### src/rtl/dcc_pkg.sv
package dcc_pkg;

    localparam int          ADDR_W = 8;
    localparam int          DATA_W = 32;

    // Register offsets (byte addresses)
    localparam logic [7:0]  OFF_CONFIG_WORD_TWO = 8'h00;
    localparam logic [7:0]  OFF_CONFIG_CONTROL  = 8'h04;
    localparam logic [7:0]  OFF_UNLOCK_KEY      = 8'h08;
    localparam logic [7:0]  OFF_STATUS          = 8'h0C;

    // config_word_two field positions
    localparam int          WORD_USB_PLL_SEL_BIT = 30;
    localparam int          WORD_DEEP_SLEEP_BIT  = 28;
    localparam int          WORD_WDOG_EN_BIT     = 27;
    localparam int          WORD_WDOG_CLK_BIT    = 26;

    // config_control field positions
    localparam int          CTRL_CHARGE_PUMP_BIT = 7;
    localparam int          CTRL_ECC_LSB         = 4;
    localparam int          CTRL_DEBUG_BIT       = 3;
    localparam int          CTRL_TRACE_BIT       = 2;
    localparam int          CTRL_TDO_BIT         = 0;
    localparam logic [31:0] CTRL_WRITE_MASK      = 32'h0000_00BD;

    // status register field positions
    localparam int          STAT_UNLOCKED_BIT = 0;
    localparam int          STAT_FUSE_BIT     = 1;
    localparam int          STAT_LOADED_BIT   = 2;

    // Values after reset
    localparam logic [31:0] CONFIG_WORD_RESET    = 32'hFFFF_FFFF;
    localparam logic [31:0] CONFIG_CONTROL_RESET = 32'h0000_0038;

    // Unlock keys, written in this order; the values are arbitrary
    localparam logic [31:0] UNLOCK_KEY_ONE = 32'h1111_1111;
    localparam logic [31:0] UNLOCK_KEY_TWO = 32'h2222_2222;

    // Flash ECC field encodings
    localparam logic [1:0]  ECC_OFF_OPEN   = 2'h3;
    localparam logic [1:0]  ECC_OFF_LOCKED = 2'h2;
    localparam logic [1:0]  ECC_DYNAMIC    = 2'h1;
    localparam logic [1:0]  ECC_FULL       = 2'h0;

    typedef enum logic [1:0] {
        UNLOCK_IDLE = 2'b00,
        UNLOCK_HALF = 2'b01,
        UNLOCK_OPEN = 2'b11
    } unlock_state_t;

    typedef struct packed {
        logic [7:0]  addr;
        logic [31:0] wdata;
        logic        wr;
        logic        rd;
    } bus_req_t;

    function automatic logic ecc_is_writable(input logic [1:0] field);
        return field == ECC_OFF_OPEN;
    endfunction

endpackage

### src/rtl/unlock_sequencer.sv
`timescale 1ns/1ps
`default_nettype none

module unlock_sequencer
    import dcc_pkg::*;
(
    // Clock and reset
    input  wire logic        clock,
    input  wire logic        resetn,
    // Key writes and consumption
    input  wire logic        key_write,
    input  wire logic [31:0] key_value,
    input  wire logic        consume,
    // Status
    output logic             open
);

    unlock_state_t state_q;
    unlock_state_t state_d;

    // Any wrong key or a config_control write between keys starts over
    always_comb begin
        state_d = state_q;
        case (state_q)
            UNLOCK_IDLE: begin
                if (key_write && key_value == UNLOCK_KEY_ONE) begin
                    state_d = UNLOCK_HALF;
                end
            end
            UNLOCK_HALF: begin
                if (key_write && key_value == UNLOCK_KEY_TWO) begin
                    state_d = UNLOCK_OPEN;
                end else if (key_write || consume) begin
                    state_d = UNLOCK_IDLE;
                end
            end
            UNLOCK_OPEN: begin
                if (consume || key_write) begin
                    state_d = UNLOCK_IDLE;
                end
            end
            default: state_d = UNLOCK_IDLE;
        endcase
    end

    always_ff @(posedge clock) begin
        if (!resetn) begin
            state_q <= UNLOCK_IDLE;
        end else begin
            state_q <= state_d;
        end
    end

    assign open = (state_q == UNLOCK_OPEN);

endmodule

`default_nettype wire

### src/rtl/device_config_control.sv
`timescale 1ns/1ps
`default_nettype none

module device_config_control
    import dcc_pkg::*;
(
    // Clock and reset
    input  wire logic        clock,
    input  wire logic        resetn,
    // Register port
    input  wire logic [7:0]  reg_addr,
    input  wire logic [31:0] reg_wdata,
    input  wire logic        reg_write,
    input  wire logic        reg_read,
    output logic      [31:0] reg_rdata,
    // Programmed configuration source
    input  wire logic [31:0] config_word_in,
    input  wire logic        debug_fuse_in,
    // Core power state
    input  wire logic        wait_executed,
    input  wire logic        deep_sleep_active,
    // Clock and power controls
    output logic             usb_pll_input_24mhz,
    output logic             deep_sleep_enter,
    output logic             sleep_enter,
    output logic             deep_sleep_watchdog_run,
    output logic             deep_sleep_watchdog_rc_clock,
    output logic             io_charge_pump_on,
    // Flash ECC controls
    output logic             flash_ecc_on,
    output logic             flash_dynamic_ecc_on,
    output logic             flash_word_write_block,
    // Debug and trace controls
    output logic             debug_port_on,
    output logic             trace_outputs_on,
    output logic             trace_clock_run,
    output logic             two_wire_tdo_use
);

    bus_req_t    req;
    logic [31:0] word_q;
    logic [31:0] ctrl_q;
    logic [31:0] ctrl_d;
    logic        fuse_q;
    logic        loaded_q;
    logic        unlocked;
    logic        ctrl_write;
    logic        key_write;
    logic [1:0]  ecc_field;

    assign req        = '{addr: reg_addr, wdata: reg_wdata, wr: reg_write, rd: reg_read};
    assign ctrl_write = req.wr && req.addr == OFF_CONFIG_CONTROL;
    assign key_write  = req.wr && req.addr == OFF_UNLOCK_KEY;
    assign ecc_field  = ctrl_q[CTRL_ECC_LSB +: 2];

    unlock_sequencer u_unlock (
        .clock     (clock),
        .resetn    (resetn),
        .key_write (key_write),
        .key_value (req.wdata),
        .consume   (ctrl_write),
        .open      (unlocked)
    );

    // Straps are caught one cycle after release, never under reset itself
    always_ff @(posedge clock) begin
        if (!resetn) begin
            word_q   <= CONFIG_WORD_RESET;
            fuse_q   <= 1'b0;
            loaded_q <= 1'b0;
        end else if (!loaded_q) begin
            word_q   <= config_word_in;
            fuse_q   <= debug_fuse_in;
            loaded_q <= 1'b1;
        end
    end

    // Software writes to the config word fall through with no effect
    always_comb begin
        ctrl_d = (ctrl_q & ~CTRL_WRITE_MASK) | (req.wdata & CTRL_WRITE_MASK);
        if (!ecc_is_writable(ecc_field)) begin
            ctrl_d[CTRL_ECC_LSB +: 2] = ecc_field;
        end
        if (!unlocked) begin
            ctrl_d[CTRL_DEBUG_BIT] = ctrl_q[CTRL_DEBUG_BIT];
        end
    end

    always_ff @(posedge clock) begin
        if (!resetn) begin
            ctrl_q <= CONFIG_CONTROL_RESET;
        end else if (ctrl_write) begin
            ctrl_q <= ctrl_d;
        end
    end

    // Read data stands for exactly the cycle after the strobe
    always_ff @(posedge clock) begin
        if (!resetn) begin
            reg_rdata <= 32'h0000_0000;
        end else if (req.rd) begin
            case (req.addr)
                OFF_CONFIG_WORD_TWO: reg_rdata <= word_q;
                OFF_CONFIG_CONTROL:  reg_rdata <= ctrl_q;
                OFF_STATUS: begin
                    reg_rdata                    <= 32'h0000_0000;
                    reg_rdata[STAT_UNLOCKED_BIT] <= unlocked;
                    reg_rdata[STAT_FUSE_BIT]     <= fuse_q;
                    reg_rdata[STAT_LOADED_BIT]   <= loaded_q;
                end
                default: reg_rdata <= 32'h0000_0000;
            endcase
        end else begin
            reg_rdata <= 32'h0000_0000;
        end
    end

    // Clock and power controls from the config word
    always_ff @(posedge clock) begin
        if (!resetn) begin
            usb_pll_input_24mhz          <= 1'b0;
            deep_sleep_watchdog_rc_clock <= 1'b0;
            deep_sleep_watchdog_run      <= 1'b0;
        end else begin
            usb_pll_input_24mhz          <= word_q[WORD_USB_PLL_SEL_BIT];
            deep_sleep_watchdog_rc_clock <= word_q[WORD_WDOG_CLK_BIT];
            deep_sleep_watchdog_run      <= deep_sleep_active
                                            && word_q[WORD_WDOG_EN_BIT];
        end
    end

    // WAIT is steered to one of the two sleep entries, one-cycle pulses
    always_ff @(posedge clock) begin
        if (!resetn) begin
            deep_sleep_enter <= 1'b0;
            sleep_enter      <= 1'b0;
        end else begin
            deep_sleep_enter <= wait_executed && word_q[WORD_DEEP_SLEEP_BIT];
            sleep_enter      <= wait_executed && !word_q[WORD_DEEP_SLEEP_BIT];
        end
    end

    // Run-time controls from config_control
    always_ff @(posedge clock) begin
        if (!resetn) begin
            io_charge_pump_on <= 1'b0;
            debug_port_on     <= 1'b0;
            trace_outputs_on  <= 1'b0;
            trace_clock_run   <= 1'b0;
            two_wire_tdo_use  <= 1'b0;
        end else begin
            io_charge_pump_on <= ctrl_q[CTRL_CHARGE_PUMP_BIT];
            // Fuse is only valid once loaded, so debug stays off until then
            debug_port_on     <= ctrl_q[CTRL_DEBUG_BIT] && fuse_q;
            trace_outputs_on  <= ctrl_q[CTRL_TRACE_BIT];
            trace_clock_run   <= ctrl_q[CTRL_TRACE_BIT];
            two_wire_tdo_use  <= ctrl_q[CTRL_TDO_BIT];
        end
    end

    // Flash ECC decode; both disabled codes look the same to the flash
    always_ff @(posedge clock) begin
        if (!resetn) begin
            flash_ecc_on           <= 1'b0;
            flash_dynamic_ecc_on   <= 1'b0;
            flash_word_write_block <= 1'b0;
        end else begin
            flash_ecc_on           <= ecc_field == ECC_FULL;
            flash_dynamic_ecc_on   <= ecc_field == ECC_DYNAMIC;
            flash_word_write_block <= ecc_field == ECC_FULL;
        end
    end
endmodule

`default_nettype wire

### config.mk
export PLATFORM = sky130hd
export DESIGN_NAME = device_config_control
export DESIGN_NICKNAME = d
export VERILOG_FILES = /design/src/rtl/dcc_pkg.sv /design/src/rtl/unlock_sequencer.sv /design/src/rtl/device_config_control.sv
export SDC_FILE = /design/constraint.sdc
export NUM_CORES = 1
export LEC_CHECK = 0
export ABC_AREA = 0
export BUFFER_PORTS_ARGS = -buffer_cell sky130_fd_sc_hd__buf_2
export CAP_MARGIN = 20
export CORE_MARGIN = 2
export CORE_UTILIZATION = 42
export DETAILED_ROUTE_END_ITERATION = 8
export GPL_TIMING_DRIVEN = 0
export PLACE_DENSITY = 0.82
export SLEW_MARGIN = 5
export SYNTH_ARGS = -nofsm -noshare
export SYNTH_HDL_FRONTEND = slang
export SYNTH_SLANG_ARGS = --single-unit
### constraint.sdc
create_clock -name clock -period 1.5 [get_ports clock]
set_input_delay 0.3 -clock clock [delete_from_list [all_inputs] [get_ports clock]]
set_output_delay 0.3 -clock clock [all_outputs]
set_load 0.01 [all_outputs]
==> results of run 1 <==
-- cell type report --
type                    instances  area share [%]
clock buffers                  10            3.42
multi-input cells             173            30.4
clock inverters                 6            2.33
repair buffers                125            16.0
plain buffers                  17            2.33
flip-flops and latches         85            42.3
well taps                      96            2.99
inverters                       2           0.187
-- final timing paths --
| path | start | slack, ns | endpoint | cells past startpoint |
|---|---|---|---|---|
| min reg2reg | word_q[11]$_SDFFE_PN1N_ | 0.46 | reg_rdata[11]$_SDFF_PN0_ | 1 |
| min | resetn | 0.07 | loaded_q$_DFF_P_ | 1 |
| max reg2reg | loaded_q$_DFF_P_ | 0.14 | word_q[8]$_SDFFE_PN1N_ | 4 |
| max | reg_addr[6] | 0.03 | ctrl_q[3]$_SDFFE_PN1P_ | 7 |
-- flip-flops by register name, indices dropped and copies added (netlist names), 2 cells and up --
register          count
u_unlock.state_q      2
ctrl_q                6
word_q               32
reg_rdata            32
-- worst max-delay path, cell delays in order --
cell,delay (ns)
buf_6,0.09
nor4_4,0.35
nand3_2,0.15
or3b_1,0.40
buf_6,0.15
o21ai_2,0.12
o311ai_2,0.11
-- power groups by stage --
stage | clock network, mW | logic [mW] | registers, mW
finish | 1.82 | 0.326 | 2.35
global route | 1.97 | 0.367 | 2.36
CTS | 1.86 | 0.321 | 2.35
detailed placement | 0 | 0.318 | 2.40
global placement | 0 | 0.310 | 2.40
floorplan | 0 | 0.159 | 2.40
-- logic make-up after synthesis --
logic type | Yosys count | share of synthesized area, %
AOI/OAI and AO/OA | 14 | 3.17
xor gates and xnor gates | 1 | 0.296
buffers and inverters | 19 | 2.83
DFF | 85 | 57.4
muxes | 41 | 13.9
and+or+nand+nor | 117 | 22.4
-- per-stage QoR --
stage / utilization, % / hold WS (ns) / power [mW] / cells
2_1_floorplan: - / 0.328 / 2.56 / 277
3_3_place_gp: 54.6 / 0.417 / 2.71 / 496
3_5_place_dp: 54.6 / 0.417 / 2.72 / 496
4_1_cts: 58.3 / 0.0550 / 4.53 / 512
5_1_grt: 59.2 / 0.0532 / 4.69 / 514
6_report: 59.2 / 0.0678 / 4.50 / 514
-- metal layers --
layer,vias to the layer above,wire length (µm)
li1,1209,-
met4,0,95
met2,87,3040
met3,9,392
met1,1042,2920
met5,-,0
-- layout by cell type (no fill, tap or decap), drive strengths merged, types with 2 or more instances in the layout --
master / n
nand2b: 2
and3: 3
nand4: 2
nor4: 6
a21oi: 3
nand2: 38
nand3: 5
nor2: 7
nand4b: 2
nor3b: 2
dfxtp: 85
nor2b: 5
inv: 4
nor4b: 2
nor3: 7
clkbuf: 21
o21ai: 5
buf: 131
and2: 30
mux2i: 40
a22oi: 2
bufinv: 2
or4bb: 2
-- what timing repair did --
item                       in CTS  in global routing
gates cloned                    0                  0
setup buffers                   0                  2
resized for setup               6                 13
pin swaps                       0                  6
setup endpoints to repair      22                 38
==> summary.txt, run 1 <==
Clocking
  • Worst-case clock buffer depth: 2
  • Clk root buf: clkbuf_8
  • CTS H-tree depth: 3
  • # clock sinks: 85
  • CTS tree: done
  • Worst-Skew Late Latency: 0.35 ns
  • Hold Buf Count CTS: 0
  • Num CTS Buffers: 9
  • Clock-pin slew on the worst setup and hold paths: 0.08 ns

Synth
  • Synth cell count leaders: 85 x dfxtp_1, 40 x mux2i_1, 38 x nand2_1
  • Mapped Area: 0.00296 mm²
  • EDFF count, synth: 0
  • Mapped Avg Cell Area: 10.7 µm²
  • Cell taking the most area after synthesis: dfxtp_1
  • Synth Flop Type: dfxtp_1
  • Syn_nets: 356
  • Yosys warnings: 0
  • Area contributors post-synth: dfxtp_1 57%, mux2i_1 14%, and2_1 6.3%, nand2_1 4.8%, clkbuf_1 1.3%
  • Post-synth top area share: 57.4%
  • Netlist cell types: 38
  • Most common cell in the netlist: dfxtp_1
  • Seq cells post-synth: 85
  • Post-Synthesis Cells: 277
  • Register area share after synthesis: 57.4%
  • Asr flop ratio synth: 0%

Finish
  • Area of the multi-input gates: 0.00122 mm²
  • Fillers: 606
  • Area grow syn2layout: 35.7%
  • Share of cells above drive strength 1: 38.3%
  • Final instance area: 0.00402 mm²
  • Layout Nets: 492
  • Sequential Area: 0.00170 mm²
  • N_diodes: 0

Power and ir drop
  • Clock power frac: 40.5%
  • Sequential Power Share: 52.2%
  • Switching part of the total: 22.4%
  • Worst vdd ir: 0.446 mV
  • Logic pwr share: 7.3%
  • P_sw: 1.01 mW
  • Internal Power: 3.49 mW
  • Static leakage: 1.96 nW
  • Power Density: 1120 mW/mm²

Global routing
  • Grt ovf: 0
  • Largest net degree at the start of global routing: 16
  • Grt met2 use: 29.7%
  • Vias in the first global route: 2297
  • GR Layer Usage met1: 22.2%
  • Global-route wire length before repair: 10600 µm
  • Initial antenna violation count: 0
  • M3 GR Usage: 4.24%
  • GRT Total Usage: 17.8%
  • Most Crowded Layer GR: met2

Detailed routing
  • Final WL: 6450 µm
  • Vias: 2347
  • Detail Route Antenna Nets: 0
  • WL per Instance: 12.6 µm
  • Iteration-0 DRC Markers: 71
  • Drt first pass iters: 6
  • DRC errors left: 0
  • Via-to-Cell Ratio: 4.57

Place
  • Count of buffers from port buffering: 123
  • DP Area: 0.00371 mm²
  • Final GP Congestion: 0.776
  • Worst slack, placed: -0.693 ns
  • Detailed Place HPWL: 4820 µm

Flow run
  • Max-cap violations: 0

Setup path
  • Critical Path Start Type: primary input
  • Critical path peak fanout: 7
  • WS Path Type: primary input to flop
  • Critical Path RT: 1.70 ns
  • CP endpoint kind: flop
  • WP data arrival: 1.68 ns

Timing
  • RSZ-0062 raised after global routing: yes
  • Final Hold Vio Count: 0
  • Endpoints failing setup: 0
  • Max-slew headroom: 56.0%
  • Min Tclk post-route: 1.47 ns
  • Final Worst Setup Slack: 0.0258 ns
  • Fmax: 678 MHz
  • Max Transition Viols Final: 0
  • Tcrit/Tclk final: 98.3%
  • Clock skew: 0.00824 ns
  • Final TNS setup: 0 ns
  • Worst Max-Slew Pin Slew: 0.660 ns

Floorplanning
  • Number of core rows: 30
  • Die Area: 0.00774 mm²
  • Die Y: 88.0 µm
  • Io pins: 124
  • Core Region: 0.00679 mm²
  • Chip Width: 88.0 µm
  • Starting density of the core: 43.6%

Outcome
  • Status: complete, no violations

Worst hold path
  • Hold Path Class: primary input to flop
Power figures use the tool's default switching activity.
==> inputs of run 2 (changes only) <==
- BUFFER_PORTS_ARGS: -buffer_cell sky130_fd_sc_hd__buf_2 -> -buffer_cell sky130_fd_sc_hd__buf_4
==> run 2 against run 1 <==
- power shrank 2.9%
- highest routed layer unchanged
- utilization up 4.2 points
- clock power is 10% lower
==> summary.txt, run 2 (synthesis gave the netlist of run 1 again) <==
Floorplanning
  • Starting density of the core: 43.6% (unchanged)
  • Chip Width: 88.0 µm (unchanged)
  • Number of core rows: 30 (unchanged)
  • Die Area: 0.00774 mm² (unchanged)
  • Die Y: 88.0 µm (unchanged)
  • Core Region: 0.00679 mm² (unchanged)
  • Io pins: 124 (unchanged)

Global routing
  • GRT Total Usage: 17.7% (-0.18 points)
  • Initial antenna violation count: 0 (unchanged)
  • Vias in the first global route: 2301 (+0.17%)
  • Largest net degree at the start of global routing: 17 (+1)
  • Global-route wire length before repair: 10500 µm (-1.1%)
  • Grt ovf: 0 (unchanged)

Timing
  • Min Tclk post-route: 1.42 ns (-0.0571 ns)
  • Final Worst Setup Slack: 0.0828 ns (+0.0571 ns)
  • Worst Max-Slew Pin Slew: 0.653 ns (-0.00703 ns)
  • Final Hold Vio Count: 0 (unchanged)
  • Tcrit/Tclk final: 94.5% (-3.8 points)
  • Fmax: 706 MHz (+4.0%)
  • Max-slew headroom: 56.5% (+0.47 points)
  • Max Transition Viols Final: 0 (unchanged)
  • Endpoints failing setup: 0 (unchanged)
  • Clock skew: 0.0124 ns (+0.00417 ns)

Clocking
  • Num CTS Buffers: 9 (unchanged)
  • Clk root buf: clkbuf_8
  • Worst-case clock buffer depth: 2 (unchanged)
  • # clock sinks: 85 (unchanged)
  • CTS H-tree depth: 3 (unchanged)
  • Clock-pin slew on the worst setup and hold paths: 0.08 ns (about the same)
  • Worst-Skew Late Latency: 0.34 ns (about the same)
  • CTS tree: done
  • Hold Buf Count CTS: 0 (unchanged)

Place
  • Detailed Place HPWL: 5050 µm (+4.8%)
  • Count of buffers from port buffering: 123 (unchanged)
  • Worst slack, placed: -0.635 ns (+0.0587 ns)
  • Placed Cells incl. Taps: 496 (unchanged)
  • Final GP Congestion: 0.772 (-0.46%)

Finish
  • Share of cells above drive strength 1: 38.7% (+0.44 points)
  • Layout Nets: 495 (+0.61%)
  • Area grow syn2layout: 45.4%
  • Final core utilization: 63.4% (+4.2 points)
  • Top Registers: reg_rdata (32), word_q (32), ctrl_q (6)
  • Most common cell after layout, fill and taps aside: buf_4
  • N_diodes: 0 (unchanged)
  • Most frequent cells in the layout: 131 x buf_4, 84 x dfxtp_1, 40 x mux2i_1, 38 x nand2_1, 30 x and2_1
  • Post-route insts no fill: 517 (+0.58%)

Setup path
  • Critical Path Start Type: primary input
  • Worst-path cell chain: buf_4, nor4_4, nand3_2, or3b_1, buf_6, o21ai_2, o311ai_2
  • WP data arrival: 1.61 ns (-0.07 ns)
  • CP max stage cell: or3b_1
  • CP endpoint kind: flop
  • WS Path Type: primary input to flop
  • WP buf/inv: 2 (unchanged)
  • Critical Path Max Stage Delay: 0.38 ns (-0.02 ns)
  • Critical path peak fanout: 7 (unchanged)
  • Critical Path RT: 1.69 ns (about the same)
  • Largest delay contributor family on the critical path: simple AND/OR/NAND/NOR gates

Power and ir drop
  • Static leakage: 2.02 nW (+3.1%)
  • Worst vdd ir: 0.418 mV (-6.4%)
  • Power Density: 1010 mW/mm² (-9.4%)

Detailed routing
  • Detail Route Antenna Nets: 0 (unchanged)
  • Vias: 2395 (+2.0%)
  • DRC errors left: 0 (unchanged)
  • Iteration-0 DRC Markers: 66 (-7.0%)
  • Final WL: 6660 µm (+3.3%)
  • Via-to-Cell Ratio: 4.63 (+1.5%)
  • WL per Instance: 12.9 µm (+2.7%)
  • Drt first pass iters: 4 (-2)

Flow run
  • Max-cap violations: 0 (unchanged)

Outcome
  • Status: complete, no violations

Worst hold path
  • Hold Path Class: primary input to flop
==> run 2: cell count changes in the layout (fill, tap and decap cells not counted), sizes merged <==
cell	previous run	this run
clkinvlp	1	2
clkinv	1	2
buf	131	136
clkbuf	21	18
bufinv	2	1
==> run 2: final cells by class <==
class	instances	area, µm²
well taps	96	120
multi-input cells	173	1220
repair buffers	129	968
plain buffers	16	87.6
flip-flops and latches	85	1700
clock inverters	7	82.6
fillers	554	2480
clock buffers	9	124
inverters	2	7.51
==> run 2: where the power goes <==
| group | internal [mW] | switching (mW) |
|---|---|---|
| sequential | 2.32 | 0.0319 |
| combinational | 0.229 | 0.152 |
| clock | 0.792 | 0.841 |
| total | 3.34 | 1.02 |
==> run 2: through the flow <==
step / cell area [µm²] / TNS (ns) / hold slack (ns) / power, mW
CTS: 4260 / -0.0116 / 0.0584 / 4.42
floorplan: 2970 / -0.271 / 0.328 / 2.56
global route: 4310 / -0.103 / 0.0582 / 4.56
global placement: 4020 / -15.45 / 0.414 / 2.77
finish: 4310 / 0 / 0.0767 / 4.37
detailed placement: 4020 / -15.88 / 0.419 / 2.78
==> run 2: metal layers <==
| metal | vias up | global-route usage [%] | share of wire, % |
|---|---|---|---|
| met5 | - | 0 | 0 |
| met4 | 0 | 6.01 | 1.5 |
| met3 | 10 | 4.43 | 6.3 |
| met2 | 92 | 30.4 | 49 |
| met1 | 1077 | 21.6 | 43 |
| li1 | 1216 | - | - |
==> run 2: worst register-to-register path: cells and delay by family (launching register included) <==
family | cells | cell delay, ns
AND/OR/NAND/NOR | 3 | 0.61
flip-flops | 1 | 0.39
AO/OA/AOI/OAI | 2 | 0.29
==> run 2: final timing paths <==
kind | start | to | slack [ns] | depth (start not counted)
hold reg to reg | word_q[21]$_SDFFE_PN1N_ | reg_rdata[21]$_SDFF_PN0_ | 0.46 | 1
setup / recovery | reg_addr[5] | ctrl_q[3]$_SDFFE_PN1P_ | 0.08 | 7
hold / removal | resetn | loaded_q$_DFF_P_ | 0.08 | 1
setup reg to reg | u_unlock.state_q[0]$_SDFFE_PN0P_ | u_unlock.state_q[0]$_SDFFE_PN0P_ | 0.13 | 5
==> run 2: timing repair <==
| item | CTS | global route |
|---|---|---|
| pin swaps | 2 | 4 |
| buffers inserted | 0 | 6 |
| gates resized for setup | 9 | 4 |
| setup endpoints to repair | 22 | 45 |
